File: config.mk
export PLATFORM = sky130hd
export DESIGN_NAME = rcs_seq
export DESIGN_NICKNAME = d
export VERILOG_FILES = /design/src/pkg/rcs_pkg.sv /design/src/core/rcs_cmp_unit.sv /design/src/core/rcs_seq.sv
export SDC_FILE = /design/constraint.sdc
export NUM_CORES = 1
export LEC_CHECK = 0
export BUFFER_PORTS_ARGS = -buffer_cell sky130_fd_sc_hd__clkbuf_2
export CAP_MARGIN = 25
export CORE_MARGIN = 2
export CORE_UTILIZATION = 58
export CTS_BUF_LIST = sky130_fd_sc_hd__clkbuf_4 sky130_fd_sc_hd__clkbuf_8 sky130_fd_sc_hd__clkbuf_16
export DETAILED_ROUTE_END_ITERATION = 10
export PLACE_DENSITY = 0.86
export SETUP_SLACK_MARGIN = 0.5
export SYNTH_ARGS = -nofsm -noshare
export SYNTH_HDL_FRONTEND = slang
export SYNTH_HIERARCHICAL = 1
export SYNTH_SLANG_ARGS = --single-unit
File: constraint.sdc
create_clock -name ref_clk -period 6.02 [get_ports ref_clk]
set_input_delay 1.204 -clock ref_clk [delete_from_list [all_inputs] [get_ports ref_clk]]
set_output_delay 1.204 -clock ref_clk [all_outputs]
set_load 0.05 [all_outputs]
File: src/pkg/rcs_pkg.sv
// Constants and types for the repeat compare sequencer
package rcs_pkg;
	localparam int WORD_W = 36;
	localparam int HALF_W = 18;
	localparam int CNT_W = 8;
	localparam int CNT_LSB = 10;            // Count field is index bits 0-7 (MSB-first numbering)
	localparam int TZE_BIT = 6;             // Weight 64 enables stop on zero indicator
	localparam logic [8:0] CNT_FULL = 9'h100;
	localparam logic [HALF_W-1:0] IDX_RST = 18'h00000;
	localparam logic [WORD_W-1:0] UNIT_B25 = 36'h000000400; // One unit at binary point 25
	localparam logic [3:0] OP_NONE = 4'h0;
	localparam logic [3:0] OP_RPT_IDX = 4'h1;
	localparam logic [3:0] OP_RPT_FIX = 4'h2;
	localparam logic [3:0] OP_EA_IDX0 = 4'h3;
	localparam logic [3:0] OP_SUB_Q = 4'h4;
	localparam logic [3:0] OP_CMP = 4'h5;
	typedef enum logic [2:0] {
		RCS_IDLE = 3'b001,
		RCS_FETCH = 3'b010,
		RCS_CMP = 3'b100
	} rcs_state_t;
endpackage : rcs_pkg

File: src/core/rcs_cmp_unit.sv
// Equality compare of accumulator against a memory word
`timescale 1ns/10ps
module rcs_cmp_unit (
	// Operands
	input wire logic [rcs_pkg::WORD_W-1:0] acc,
	input wire logic [rcs_pkg::WORD_W-1:0] word,
	// Result
	output logic equal
);
	import rcs_pkg::*;
	// Zero indicator source
	assign equal = (acc == word);
endmodule : rcs_cmp_unit

File: src/core/rcs_seq.sv
// Repeat sequencer with table compare and index setup operations
`timescale 1ns/10ps
module rcs_seq (
	// Clock and reset
	input wire logic ref_clk,
	input wire logic rst,
	// Operation request
	input wire logic op_valid,
	input wire logic [3:0] op_code,
	input wire logic [rcs_pkg::HALF_W-1:0] op_addr,
	input wire logic [rcs_pkg::CNT_W-1:0] op_count,
	input wire logic [rcs_pkg::HALF_W-1:0] op_step,
	input wire logic op_fix_idx1,
	output logic op_ready,
	// Register loads from software
	input wire logic acc_load,
	input wire logic [rcs_pkg::WORD_W-1:0] acc_in,
	input wire logic q_load,
	input wire logic [rcs_pkg::WORD_W-1:0] q_in,
	input wire logic idx1_load,
	input wire logic [rcs_pkg::HALF_W-1:0] idx1_in,
	// Memory read port
	output logic mem_rd,
	output logic [rcs_pkg::HALF_W-1:0] mem_addr,
	input wire logic mem_ack,
	input wire logic [rcs_pkg::WORD_W-1:0] mem_data,
	// State
	output logic [rcs_pkg::HALF_W-1:0] idx0,
	output logic [rcs_pkg::HALF_W-1:0] idx1,
	output logic [rcs_pkg::WORD_W-1:0] q_reg,
	output logic zero_flag,
	output logic neg_flag,
	output logic rpt_busy
);
	import rcs_pkg::*;

	rcs_state_t state_q, state_d;
	logic [HALF_W-1:0] idx0_q, idx0_d, idx1_q, idx1_d, step_q, step_d;
	logic [WORD_W-1:0] acc_q, acc_d, q_q, q_d, data_q, data_d;
	logic [8:0] left_q, left_d;
	logic cmp_q, cmp_d, stopz_q, stopz_d, fixsel_q, fixsel_d;
	logic zero_q, zero_d, neg_q, neg_d;
	logic equal;
	logic [CNT_W-1:0] cnt_field;
	logic [8:0] left_now;

	rcs_cmp_unit u_cmp (
		.acc(acc_q),
		.word(data_q),
		.equal(equal)
	);

	assign cnt_field = idx0_q[CNT_W-1+CNT_LSB:CNT_LSB];
	assign op_ready = (state_q == RCS_IDLE);
	assign mem_rd = (state_q == RCS_FETCH);
	assign mem_addr = idx1_q;
	assign idx0 = idx0_q;
	assign idx1 = idx1_q;
	assign q_reg = q_q;
	assign zero_flag = zero_q;
	assign neg_flag = neg_q;
	assign rpt_busy = (state_q != RCS_IDLE);

	// Next state of sequencer and registers
	always_comb begin
		state_d = state_q;
		idx0_d = idx0_q;
		idx1_d = idx1_q;
		step_d = step_q;
		acc_d = acc_load ? acc_in : acc_q;
		q_d = q_load ? q_in : q_q;
		data_d = data_q;
		left_d = left_q;
		cmp_d = cmp_q;
		stopz_d = stopz_q;
		fixsel_d = fixsel_q;
		zero_d = zero_q;
		neg_d = neg_q;
		left_now = 9'h000;
		if (idx1_load && state_q == RCS_IDLE) begin
			idx1_d = idx1_in;
		end
		case (state_q)
			RCS_IDLE: begin
				if (op_valid) begin
					if (op_code == OP_RPT_IDX) begin
						left_d = (cnt_field == 8'h00) ? CNT_FULL : {1'b0, cnt_field};
						stopz_d = idx0_q[TZE_BIT];
						step_d = op_step;
						cmp_d = 1'b1;
						state_d = RCS_FETCH;
					end else if (op_code == OP_RPT_FIX) begin
						left_d = (op_count == 8'h00) ? CNT_FULL : {1'b0, op_count};
						step_d = op_step;
						fixsel_d = op_fix_idx1;
						stopz_d = 1'b0;
						cmp_d = 1'b0;
						state_d = RCS_CMP;
					end else if (op_code == OP_EA_IDX0) begin
						idx0_d = q_d[HALF_W-1:0] + op_addr;
					end else if (op_code == OP_SUB_Q) begin
						q_d = q_q - UNIT_B25;
						zero_d = (q_d == 36'h000000000);
						neg_d = q_d[WORD_W-1];
					end else if (op_code == OP_CMP) begin
						// single word fetch
						// Word is read at index 1 through the port, never from an idle bus
						cmp_d = 1'b1;
						left_d = 9'h000;
						state_d = RCS_FETCH;
					end
				end
			end
			RCS_FETCH: begin
				if (mem_ack) begin
					data_d = mem_data;
					state_d = RCS_CMP;
				end
			end
			RCS_CMP: begin
				if (cmp_d) begin
					zero_d = equal;
				end
				if (left_q != 9'h000) begin
					left_now = left_q - 9'h001;
					left_d = left_now;
					idx0_d[CNT_W-1+CNT_LSB:CNT_LSB] = left_now[CNT_W-1:0];
					if (cmp_q || fixsel_q) begin
						idx1_d = idx1_q + step_q;
					end else begin
						idx0_d = idx0_d + step_q;
					end
				end
				if ((stopz_q && cmp_q && equal) || left_now == 9'h000) begin
					state_d = RCS_IDLE;
				end else begin
					state_d = cmp_q ? RCS_FETCH : RCS_CMP;
				end
			end
			default: begin
				state_d = RCS_IDLE;
			end
		endcase
	end

	// Register update
	always_ff @(posedge ref_clk) begin
		if (rst) begin
			state_q <= RCS_IDLE;
			idx0_q <= IDX_RST;
			idx1_q <= IDX_RST;
			step_q <= IDX_RST;
			acc_q <= 36'h000000000;
			q_q <= 36'h000000000;
			data_q <= 36'h000000000;
			left_q <= 9'h000;
			cmp_q <= 1'b0;
			stopz_q <= 1'b0;
			fixsel_q <= 1'b0;
			zero_q <= 1'b0;
			neg_q <= 1'b0;
		end else begin
			state_q <= state_d;
			idx0_q <= idx0_d;
			idx1_q <= idx1_d;
			step_q <= step_d;
			acc_q <= acc_d;
			q_q <= q_d;
			data_q <= data_d;
			left_q <= left_d;
			cmp_q <= cmp_d;
			stopz_q <= stopz_d;
			fixsel_q <= fixsel_d;
			zero_q <= zero_d;
			neg_q <= neg_d;
		end
	end

	// Checks
	a_zero_on_equal: assert property (@(posedge ref_clk) disable iff (rst)
		(state_q == RCS_CMP && cmp_q) |=> (zero_q == $past(equal))) else $error("zero flag not compare result");
	a_step_idx1: assert property (@(posedge ref_clk) disable iff (rst)
		(state_q == RCS_CMP && cmp_q && left_q != 9'h000) |=> (idx1_q == $past(idx1_q) + $past(step_q)))
		else $error("index 1 not stepped");
	a_count_dec: assert property (@(posedge ref_clk) disable iff (rst)
		(state_q == RCS_CMP && left_q != 9'h000) |=> (left_q == $past(left_q) - 9'h001)) else $error("count not decremented");
	a_zero_is_256: assert property (@(posedge ref_clk) disable iff (rst)
		(state_q == RCS_IDLE && op_valid && op_code == OP_RPT_IDX && cnt_field == 8'h00) |=> (left_q == CNT_FULL))
		else $error("zero count not 256");
	a_count_start: assert property (@(posedge ref_clk) disable iff (rst)
		(state_q == RCS_IDLE && op_valid && op_code == OP_RPT_IDX && cnt_field != 8'h00) |=> (left_q[7:0] == $past(cnt_field)))
		else $error("count not sampled");
	a_match_stop: assert property (@(posedge ref_clk) disable iff (rst)
		(state_q == RCS_CMP && cmp_q && stopz_q && equal) |=> (state_q == RCS_IDLE)) else $error("no stop on match");
	a_exhaust_zero: assert property (@(posedge ref_clk) disable iff (rst)
		(state_q == RCS_CMP && left_q == 9'h001) |=> (state_q == RCS_IDLE && idx0_q[17:10] == 8'h00))
		else $error("count field not zero");
	a_stop_bit: assert property (@(posedge ref_clk) disable iff (rst)
		(state_q == RCS_IDLE && op_valid && op_code == OP_RPT_IDX) |=> (stopz_q == $past(idx0_q[TZE_BIT])))
		else $error("stop enable wrong");
	a_ea_load: assert property (@(posedge ref_clk) disable iff (rst)
		(state_q == RCS_IDLE && op_valid && op_code == OP_EA_IDX0 && !q_load) |=> (idx0_q == $past(q_q[17:0]) + $past(op_addr)))
		else $error("index 0 load wrong");
	a_sub_unit: assert property (@(posedge ref_clk) disable iff (rst)
		(state_q == RCS_IDLE && op_valid && op_code == OP_SUB_Q && !q_load) |=> (q_q == $past(q_q) - UNIT_B25))
		else $error("quotient subtract wrong");
	c_match: cover property (@(posedge ref_clk) state_q == RCS_CMP && cmp_q && equal && stopz_q);
	c_exhaust: cover property (@(posedge ref_clk) state_q == RCS_CMP && left_q == 9'h001);
	c_fixed: cover property (@(posedge ref_clk) state_q == RCS_CMP && !cmp_q);
endmodule : rcs_seq

* Word level (Yosys, flattened, before mapping)
Cells that the tools add are included.
Widths: inputs -> output; s select.
** Cells by class
- $add $sub $neg :: 5
- Eq/ne operators :: 25
- Mux-type cells :: 56
- Bitwise gates (word level) :: 3
- Reductions and logical operators :: 23
** Operators by type and width (count)
- $mux 36 :: 7
- $mux 18 :: 12
- $mux 9 :: 11
- $add 18x18->18 :: 3
- $eq 36x36->1 :: 1
- $logic_not 36->1 :: 1
- $pmux 18 s2 :: 1
- $sub 36x11->36 const B :: 1
- $mux 3 :: 9
- $pmux 9 s2 :: 1
- $reduce_and 6->1 :: 3
- $logic_not 8->1 :: 2
- $ne 2x2->1 const B :: 7
- $reduce_and 7->1 :: 2
- $mux 1 :: 13
- $reduce_and 5->1 :: 2
- $logic_not 9->1 :: 1
- $pmux 3 s3 :: 1
- $reduce_bool 9->1 :: 1
- $sub 9x1->9 const B :: 1
- $eq 4x2->1 const B :: 2
- $eq 4x3->1 const B :: 2
- $ne 4x4->1 const B :: 2
- $ne 2x1->1 const B :: 3
- other kinds (16) :: 23
** Word-level totals
- Flip-flop bits (word level) :: 179
- Output and inout bits :: 95

* Longest topological paths before layout
Gate-level depths: netlist of run 1.
- Depth in word-level cells :: 8
- Depth in mapped cells :: 14
- Gate-level depth less buffers :: 14

* By module
The synthesis of run 1 kept the hierarchy.
** By module, submodules not included
- rcs_seq :: instances 1, cells an instance 1302, area an instance 10468.8 um2
- rcs_cmp_unit :: instances 1, cells an instance 48, area an instance 395.4 um2

* Worst setup path before layout of run 1
OpenSTA, ideal clock, no wires.
- Path kind :: input to register
- From :: input q_load
- To :: register idx0_q[17] (netlist: idx0[17])
- Arrival :: 4.242 ns
- Required time :: 5.906 ns
- Path slack :: 1.663 ns
- Stages on the path :: 13
- Cell sequence :: clkbuf_1 -> buf_1 -> mux2_2 -> ha_1 -> a21o_1 -> a21oi_1 -> nor3b_1 -> a211oi_1 -> o31ai_1 -> o21ai_0 -> xnor2_1 -> nor3_1 -> a2111oi_0
** Between the ends
- Longest elaborated chain between the ends :: 7
** RTL lines
- from (decl) :: RTL line rcs_seq.sv:18 : input wire logic q_load,
- $mux 36 :: RTL line rcs_seq.sv:71 : q_d = q_load ? q_in : q_q;
- $add 18x18->18 :: RTL line rcs_seq.sv:100 : idx0_d = q_d[HALF_W-1:0] + op_addr;
- $mux 18 :: RTL line rcs_seq.sv:99 : end else if (op_code == OP_EA_IDX0) begin
- $mux 18 :: RTL line rcs_seq.sv:92 : end else if (op_code == OP_RPT_FIX) begin
- $mux 18 :: RTL line rcs_seq.sv:86 : if (op_code == OP_RPT_IDX) begin
- $mux 18 :: RTL line rcs_seq.sv:85 : if (op_valid) begin
- $pmux 18 s2 :: RTL line rcs_seq.sv:83 : case (state_q)
- to (signal assigned) :: RTL line rcs_seq.sv:164 : idx0_q <= idx0_d;
- to (decl) :: RTL line rcs_seq.sv:38 : logic [HALF_W-1:0] idx0_q, idx0_d, idx1_q, idx1_d, step_q, step_d;
Every way passes these cells. The select of a mux whose other input is x is not followed.
A chain may end at the register's enable or synchronous reset.

* Final worst setup path of run 1
Ends and elaborated chain as after synthesis.

==> results of run 1 <==
-- per-layer routing --
metal,vias to the layer above,part of all wire [%]
met5,-,0
met4,0,3.0
met3,66,7.9
met2,478,47
met1,4915,42
li1,5259,-
-- area by class of cell --
cell class	instances	area [um2]	area share (%)
inverter	23	86.3	0.674
clock inverter	15	179	1.40
multi-input combinational	1059	6750	52.7
clock buffer	17	425	3.32
timing repair buffer	288	1490	11.7
sequential	179	3580	28.0
tap	234	293	2.29
-- cells by family after synthesis --
group	Yosys count
and+or+nand+nor	504
AOI/OAI and AO/OA	343
DFF	179
buffers and inverters	112
xor gates and xnor gates	87
muxes	68
adders and majority gates	57
-- worst max-delay path, stage by stage --
cell and delay (ns):
clkbuf_2 0.49, mux2i_1 0.46, inv_1 0.09, ha_1 0.30, a211oi_1 0.32, o21bai_1 0.14, o21ai_0 0.32, a211oi_1 0.16
o31ai_1 0.42, o21ai_0 0.19, xnor2_1 0.17, nor3_1 0.05, a2111oi_0 0.35
-- metrics by stage --
step	cell area, um2	hold slack (ns)	worst slack (ns)
final	12800	0.468	1.65
after global routing	12800	0.494	1.35
after CTS	12800	0.465	1.73
after detailed placement	12200	0.454	1.27
after global placement	12200	0.443	1.46
after floorplan	10900	0.432	1.66
-- path summary, 6_finish.rpt --
kind              cells past startpoint        from         end  slack, ns
setup / recovery                     13      q_load    idx0[17]       1.65
hold / removal                        2  data_q[29]  data_q[29]       0.47
setup reg to reg                     12    q_reg[1]    idx0[17]       2.69
hold reg to reg                       2  data_q[29]  data_q[29]       0.47
-- power groups by stage --
stage	combinational, mW	clock, mW	sequential [mW]
floorplan	0.407	0	1.42
global placement	0.670	0	1.32
detailed placement	0.682	0	1.32
CTS	0.688	1.13	1.30
global route	0.754	1.18	1.30
finish	0.696	1.12	1.30
-- cell usage after synthesis, types with 24 or more instances --
cell      count
xor2_1       51
xnor2_1      36
mux2i_1      54
nor3_1       38
a21oi_1     133
nor2_1      153
buf_4        24
nor4_1       25
clkbuf_1     51
a211oi_1     44
dfxtp_1     179
ha_1         54
nand2_1     182
o21ai_0      48
==> impl_metrics.csv, run 1 <==
group,metric,value,unit
drt,routed_via_density,5.91,
sta,drv_slew,0,
logic_synthesis,synthSimpleGateAreaFrac,21.6,%
worst_setup_path,criticalPathCategory,"in -> reg",
logic_synthesis,synthesis.nets,1589,
die,die_height,141,um
clocking,cts_setup_buffers,0,
logic_synthesis,syn_inst,1350,
logic_synthesis,synth_compound_area_share,20.3,%
grt,grt_pass1_wl,48400,um
cells_and_area,layout_commonest_cell,"clkbuf_2",
logic_synthesis,synth_mux_area_share,6.43,%
drt,wl,30700,um
grt,grt_use_total,29.8,%
cells_and_area,diodes,0,
logic_synthesis,ys_top_cells_by_area,"dfxtp_1 33%, nand2_1 6.3%, ha_1 6.2%",
power_and_ir_drop,powerDensity,243,mW/mm2
drt,wl_per_cell,16.9,um
drt,first_pass_iters,6,
worst_setup_path,cp_max_fo,28,
clocking,clk_pin_slew,0.08,ns
power_and_ir_drop,ir_worst_vdd,0.165,mV
logic_synthesis,ys_seq_elements,179,
sta,setup_tns,0,ns
worst_setup_path,cp.required,6.33,ns
logic_synthesis,synthFlopType,"dfxtp_1",
power_and_ir_drop,netSwitchingFraction,33.9,%
sta,fin_crit_sh,72.6,%
die,die_w,141,um
grt,grt_max_degree,85,
clocking,cts.sinks,179,
cells_and_area,layout-drive-gt1-share,22.7,%
hold_path,hp-class,"reg -> reg",
clocking,cts_root_buffer,"clkbuf_16",
cells_and_area,layout.nets,1807,
sta,relSlewSlack,38.1,%
grt,grtUsageMet2,49.4,%
worst_setup_path,start_kind,"input pin",
logic_synthesis,synth_fa_ha_area_share,6.77,%
power_and_ir_drop,total_power,3.11,mW
grt,grt_pass1_vias,9790,
place,gp_congestion,0.952,
logic_synthesis,synth_cell_types,83,
sta,hold_viol_final,0,
cells_and_area,fill_cells,1520,
clocking,cts.htree.levels,4,
drt,drt_iter0_markers,725,
place,place_hpwl,23000,um
grt,busiest_layer,"met2",
cells_and_area,most-common-layout-cells,"275 x clkbuf_2, 182 x nand2_1, 179 x dfxtp_1",
power_and_ir_drop,p_leak,5.86,nW
worst_setup_path,end_kind,"flop",
logic_synthesis,syn_area_per_cell,8.05,um2
grt,overflow,0,
logic_synthesis,synth_xor_area_share,7.01,%
cells_and_area,final_cells,1815,
power_and_ir_drop,internal_power,2.06,mW
logic_synthesis,yosysTopAreaCell,"dfxtp_1",
die,initial_core_util,58.7,%
die,dieArea,0.0198,mm2
logic_synthesis,synthArstFlopShare,0,%
flow_run,drv_cap,0,
clocking,clk_latency,0.43,ns
power_and_ir_drop,pwr-share-clk,35.9,%
clocking,cts_max_path_buffers,2,
clocking,cts_tree,"yes",
power_and_ir_drop,switching_power,1.06,mW
outcome,status,"finished, final reports clean",
cells_and_area,utilization,69.2,%
cells_and_area,area_growth,17.9,%
logic_synthesis,synth.cell_area,0.0109,mm2
sta,skew,0.0177,ns
logic_synthesis,yosys_warnings,6,
sta,rsz0062_at_grt,"no",
place,numPortBuffers,276,
clocking,cts_hold_buf,0,
worst_setup_path,crit_arrival,4.68,ns
drt,vias,10718,
logic_synthesis,synth_top_family_by_area,"simple AND/OR/NAND/NOR gates",
logic_synthesis,yosysSeqAreaShare,33.0,%
logic_synthesis,synth-edff-count,0,
sta,tightest_slew,0.928,ns
die,ioPinCount,277,
drt,drc,0,
power_and_ir_drop,comb_power_share,22.4,%
grt,grt_util_met1,39.1,%
power_and_ir_drop,seqPwrFrac,41.7,%
die,core_area,0.0185,mm2
logic_synthesis,yosys.area.top_type_share,33.0,%
sta,setup_viol,0,
clocking,cts_buffers,17,
sta,max_freq,229,MHz
clocking,cts_resized,0,
drt,ant_nets,0,
sta,period_minus_slack,4.37,ns
grt,grt_antenna_before_repair,0,
grt,use_met3,5.94,%
place,dpl.cell_count,1782,
die,rows,50,
Note: power is estimated with default switching activity, not from simulation.
==> inputs of run 2 (changes only) <==
CORE_UTILIZATION = 54   (was 58)
PLACE_DENSITY = 0.81   (was 0.86)
clock period = 4.3 ns   (was 6.02 ns; I/O delays follow)
==> run 2 against run 1 <==
  * Utilization down 3.3 points
  * Count of clock-buffer cells in the layout stayed put
  * Sequential share of layout area is 0.22 points lower
  * Flip-flop and latch count unchanged
  * Clock power is 46% higher
  * Critical endpoint unchanged
  * Largest cell class unchanged
==> impl_metrics.csv, run 2 (synthesis gave the netlist of run 1 again) <==
group,metric,value,unit
cells_and_area,layout_commonest_cell,"clkbuf_2",
die,core_area,0.0196,mm2
sta,tightest_slew,0.919,ns
die,ioPinCount,277,
grt,grt_pass1_wl,49500,um
cells_and_area,fill_cells,1738,
hold_path,hp-class,"reg -> reg",
cells_and_area,most-common-layout-cells,"275 x clkbuf_2, 182 x nand2_1, 179 x dfxtp_1",
sta,relSlewSlack,38.7,%
worst_setup_path,end_kind,"flop",
sta,hold_viol_final,0,
worst_setup_path,crit_slowest_cell,"mux2_2",
cells_and_area,diodes,0,
worst_setup_path,cp_max_fo,12,
sta,skew,0.00905,ns
clocking,cts_setup_buffers,0,
die,dieArea,0.0213,mm2
clocking,cts_max_path_buffers,2,
worst_setup_path,criticalPathCategory,"in -> reg",
worst_setup_path,slowest_delay,0.42,ns
place,post-place-ws,0.119,ns
power_and_ir_drop,powerDensity,344,mW/mm2
power_and_ir_drop,p_leak,5.89,nW
power_and_ir_drop,ir_worst_vdd,0.242,mV
place,place_hpwl,23300,um
worst_setup_path,crit_arrival,3.97,ns
grt,grt_antenna_before_repair,2,
sta,rsz0062_at_grt,"no",
drt,ant_nets,0,
sta,setup_tns,0,ns
worst_setup_path,cp.required,4.61,ns
clocking,cts_resized,0,
grt,grt_pass1_vias,9854,
drt,routed_via_density,5.81,
cells_and_area,area_growth,18.8,%
die,initial_core_util,55.5,%
grt,grt_max_degree,82,
clocking,clk_latency,0.43,ns
drt,drc,0,
drt,wl_per_cell,17.0,um
place,dpl.cell_count,1816,
drt,wl,31400,um
cells_and_area,layout.nets,1810,
place,gp_congestion,0.931,
clocking,cts.htree.levels,4,
place,numPortBuffers,276,
sta,fin_ws,0.638,ns
clocking,cts_tree,"yes",
outcome,status,"finished, final reports clean",
die,die_w,146,um
grt,grt_use_total,28.2,%
clocking,cts.sinks,179,
drt,first_pass_iters,9,
drt,drt_iter0_markers,683,
sta,period_minus_slack,3.66,ns
sta,setup_viol,0,
die,die_height,146,um
clocking,cts_buffers,17,
flow_run,drv_cap,0,
die,rows,51,
worst_setup_path,start_kind,"input pin",
clocking,cts_root_buffer,"clkbuf_16",
worst_setup_path,path_cells,"clkbuf_2 > mux2_2 > ha_1 > a21o_1 > a21oi_1 > nor3b_2 > a211oi_1 > o31ai_2 > o21ai_0 > xnor2_1 > nor3_1 > a2111oi_1",
clocking,clk_pin_slew,0.07,ns
drt,vias,10742,
sta,drv_slew,0,
sta,fin_crit_sh,85.2,%
cells_and_area,final_cells,1849,
cells_and_area,layout-drive-gt1-share,23.0,%
sta,max_freq,273,MHz
grt,overflow,0,
power_and_ir_drop,total_power,4.44,mW
clocking,cts_hold_buf,0,
-- run 2: cell type report --
type | count | area (um2) | area share (%)
Tap cell | 265 | 332 | 2.57
Inverter | 23 | 86.3 | 0.669
Clock inverter | 15 | 203 | 1.57
Timing Repair Buffer | 291 | 1520 | 11.7
Multi-Input combinational cell | 1059 | 6760 | 52.4
Sequential cell | 179 | 3580 | 27.8
Clock buffer | 17 | 425 | 3.30
-- run 2: path summary, 6_finish.rpt --
check,to,slack [ns],cells past startpoint,startpoint
worst max register to register,idx0[17],0.91,13,left_q[0]
worst max-delay path,idx0[17],0.64,12,q_load
worst min register to register,stopz_q,0.46,2,stopz_q
worst min-delay path,stopz_q,0.46,2,stopz_q
-- run 2: routing by layer --
layer | GRT usage, % | share of wire, %
met1 | 36.8 | 43
met2 | 46.1 | 46
met3 | 5.83 | 7.4
met4 | 10.4 | 3.0
met5 | 0 | 0.045
-- run 2: critical path: cells and delay by family --
family                   cells  cell delay [ns]
multiplexers                 1             0.42
XOR/XNOR                     1             0.17
buffers and inverters        1             0.29
AO/OA/AOI/OAI                6             1.48
adder cells (fa/ha/maj)      1             0.37
AND/OR/NAND/NOR              2             0.37
-- run 2: per-stage QoR --
stage	hold WS, ns	cell area (um2)	util [%]
5_1_grt	0.484	12900	65.9
4_1_cts	0.457	12900	65.7
2_1_floorplan	0.432	10900	-
3_5_place_dp	0.447	12200	62.5
3_3_place_gp	0.444	12200	62.4
6_report	0.456	12900	65.9
-- run 2: power by group --
group	switching, mW	internal [mW]	leakage (nW)
Combinational	0.626	0.361	4.12
Clock	0.784	0.849	0.306
Sequential	0.0882	1.73	1.46
Total	1.50	2.94	5.89
==> inputs of run 3 (changes only) <==
BUFFER_PORTS_ARGS = -buffer_cell sky130_fd_sc_hd__buf_2   (was -buffer_cell sky130_fd_sc_hd__clkbuf_2)
CORE_MARGIN = 4   (was 2)
CORE_UTILIZATION = 49   (was 54)
PLACE_DENSITY = 0.78   (was 0.81)
clock period = 2.95 ns   (was 4.3 ns; I/O delays follow)
==> run 3 against run 2 <==
  * Design area up 11%
  * Critical path type is now reg -> reg
  * Combinational power rose by 74%
  * Register-to-register slack got worse by 0.79 ns
  * Critical endpoint unchanged
  * Cell count rose by 5.8%
  * Hold slack got worse by 0.073 ns
  * Total power increased by 52%
==> impl_metrics.csv, run 3 (synthesis gave the netlist of run 1 again) <==
group,metric,value,unit
cells_and_area,layout.nets,1897,
sta,tightest_slew,0.625,ns
drt,vias,11149,
drt,drt_iter0_markers,730,
cells_and_area,most-common-layout-cells,"274 x buf_2, 179 x nand2_1, 157 x dfxtp_1",
sta,skew,0.0164,ns
drt,wl_per_cell,17.5,um
grt,grt_antenna_before_repair,6,
clocking,cts.htree.levels,4,
clocking,cts_hold_buf,0,
sta,setup_viol,0,
sta,max_freq,353,MHz
power_and_ir_drop,p_leak,6.48,nW
clocking,cts_buffers,17,
worst_setup_path,criticalPathCategory,"reg -> reg",
place,place_hpwl,25100,um
clocking,cts.sinks,179,
cells_and_area,utilization,65.5,%
clocking,cts_tree,"yes",
clocking,cts_root_buffer,"clkbuf_16",
power_and_ir_drop,powerDensity,471,mW/mm2
grt,grt_use_total,26.4,%
die,core_area,0.0218,mm2
worst_setup_path,start_kind,"flop",
sta,fin_ws,0.121,ns
clocking,cts_max_path_buffers,2,
die,die_height,157,um
worst_setup_path,cp.required,3.27,ns
sta,timing.hold.ws,0.382,ns
worst_setup_path,end_kind,"flop",
place,numPortBuffers,276,
place,place_area,0.0129,mm2
worst_setup_path,crit_arrival,3.15,ns
sta,period_minus_slack,2.83,ns
place,gp_congestion,0.944,
grt,overflow,0,
place,post-place-ws,-0.284,ns
die,ioPinCount,277,
worst_setup_path,r2r_setup_slack,0.12,ns
outcome,status,"finished, final reports clean",
clocking,clk_pin_slew,0.08,ns
worst_setup_path,cp_max_fo,4,
die,die_w,157,um
cells_and_area,layout-drive-gt1-share,33.6,%
cells_and_area,area_growth,31.5,%
worst_setup_path,path_cells,"inv_2 > ha_2 > inv_2 > nor3_2 > xor2_1 > ha_1 > a21o_1 > a21o_1 > a21oi_2 > nand3_1 > nor3b_2 > buf_4 > xor2_1 > a2111oi_1",
worst_setup_path,slowest_delay,0.38,ns
die,initial_core_util,49.8,%
worst_setup_path,path_delay_family,"compound AO/OA/AOI/OAI gates",
drt,drc,0,
worst_setup_path,worst-path-buf-inv,3,
sta,drv_slew,0,
grt,grt_pass1_wl,52800,um
cells_and_area,fill_cells,1812,
cells_and_area,layout_commonest_cell,"buf_2",
power_and_ir_drop,ir_worst_vdd,0.330,mV
die,dieArea,0.0246,mm2
grt,grt_pass1_vias,10429,
sta,hold_viol_final,0,
drt,first_pass_iters,5,
die,rows,54,
sta,rsz0062_at_grt,"yes",
drt,routed_via_density,5.70,
sta,relSlewSlack,58.3,%
hold_path,hp-class,"in -> reg",
grt,grt_max_degree,103,
sta,fin_crit_sh,95.9,%
flow_run,drv_cap,0,
clocking,clk_latency,0.44,ns
place,dpl.cell_count,1889,
cells_and_area,design_area,0.0143,mm2
cells_and_area,final_cells,1956,
worst_setup_path,crit_slowest_cell,"a2111oi_1",
drt,ant_nets,0,
drt,wl,34100,um
run 3: path summary, 6_finish.rpt:
path | start | to | cells after the start
min | q_in[21] | q_reg[21] | 3
min reg2reg | stopz_q | stopz_q | 2
max | left_q[0] | idx0[17] | 14
max reg2reg | left_q[0] | idx0[17] | 14
run 3: report_power, final:
part	switching, mW	total, mW	internal [mW]
logic	1.01	1.72	0.712
clock network	1.08	2.36	1.28
registers	0.127	2.65	2.52
total	2.22	6.74	4.52
run 3: repair_timing:
item                       4_1_cts  5_1_grt
cloned                           0        0
setup buffers                   10       20
setup endpoints to repair       28       44
pin swaps                       29       42
resized for setup               50       71
run 3: metal layers:
layer  vias up  share of wire (%)  track usage (%)
met5         -              0.067                0
met4         4                3.1             8.84
met3        77                7.7             5.06
met2       459                 46             42.6
met1      5170                 43             35.6
li1       5439                  -                -
run 3: layout make-up:
type / instances / area, um2 / share of cell area (%)
Inverter: 23 / 91.3 / 0.639
Sequential cell: 179 / 3620 / 25.3
Tap cell: 280 / 350 / 2.45
Timing Repair Buffer: 378 / 2240 / 15.7
Multi-Input combinational cell: 1059 / 7380 / 51.6
Clock buffer: 20 / 472 / 3.30
Antenna cell: 5 / 12.5 / 0.0876
Clock inverter: 12 / 129 / 0.902
run 3: metrics by stage:
| stage | setup TNS [ns] | power [mW] |
|---|---|---|
| final | 0 | 6.74 |
| after detailed placement | -1.25 | 4.23 |
| after floorplan | -0.111 | 3.76 |
| after CTS | 0 | 6.64 |
| after global routing | -0.00887 | 7.00 |
| after global placement | -0.550 | 4.20 |
run 3: worst reg2reg max path: stages (launching register included):
cell,delay (ns)
dfxtp_2,0.34
inv_2,0.06
ha_2,0.18
inv_2,0.05
nor3_2,0.14
xor2_1,0.26
ha_1,0.29
a21o_1,0.17
a21o_1,0.16
a21oi_2,0.16
nand3_1,0.09
nor3b_2,0.15
buf_4,0.15
xor2_1,0.14
a2111oi_1,0.38
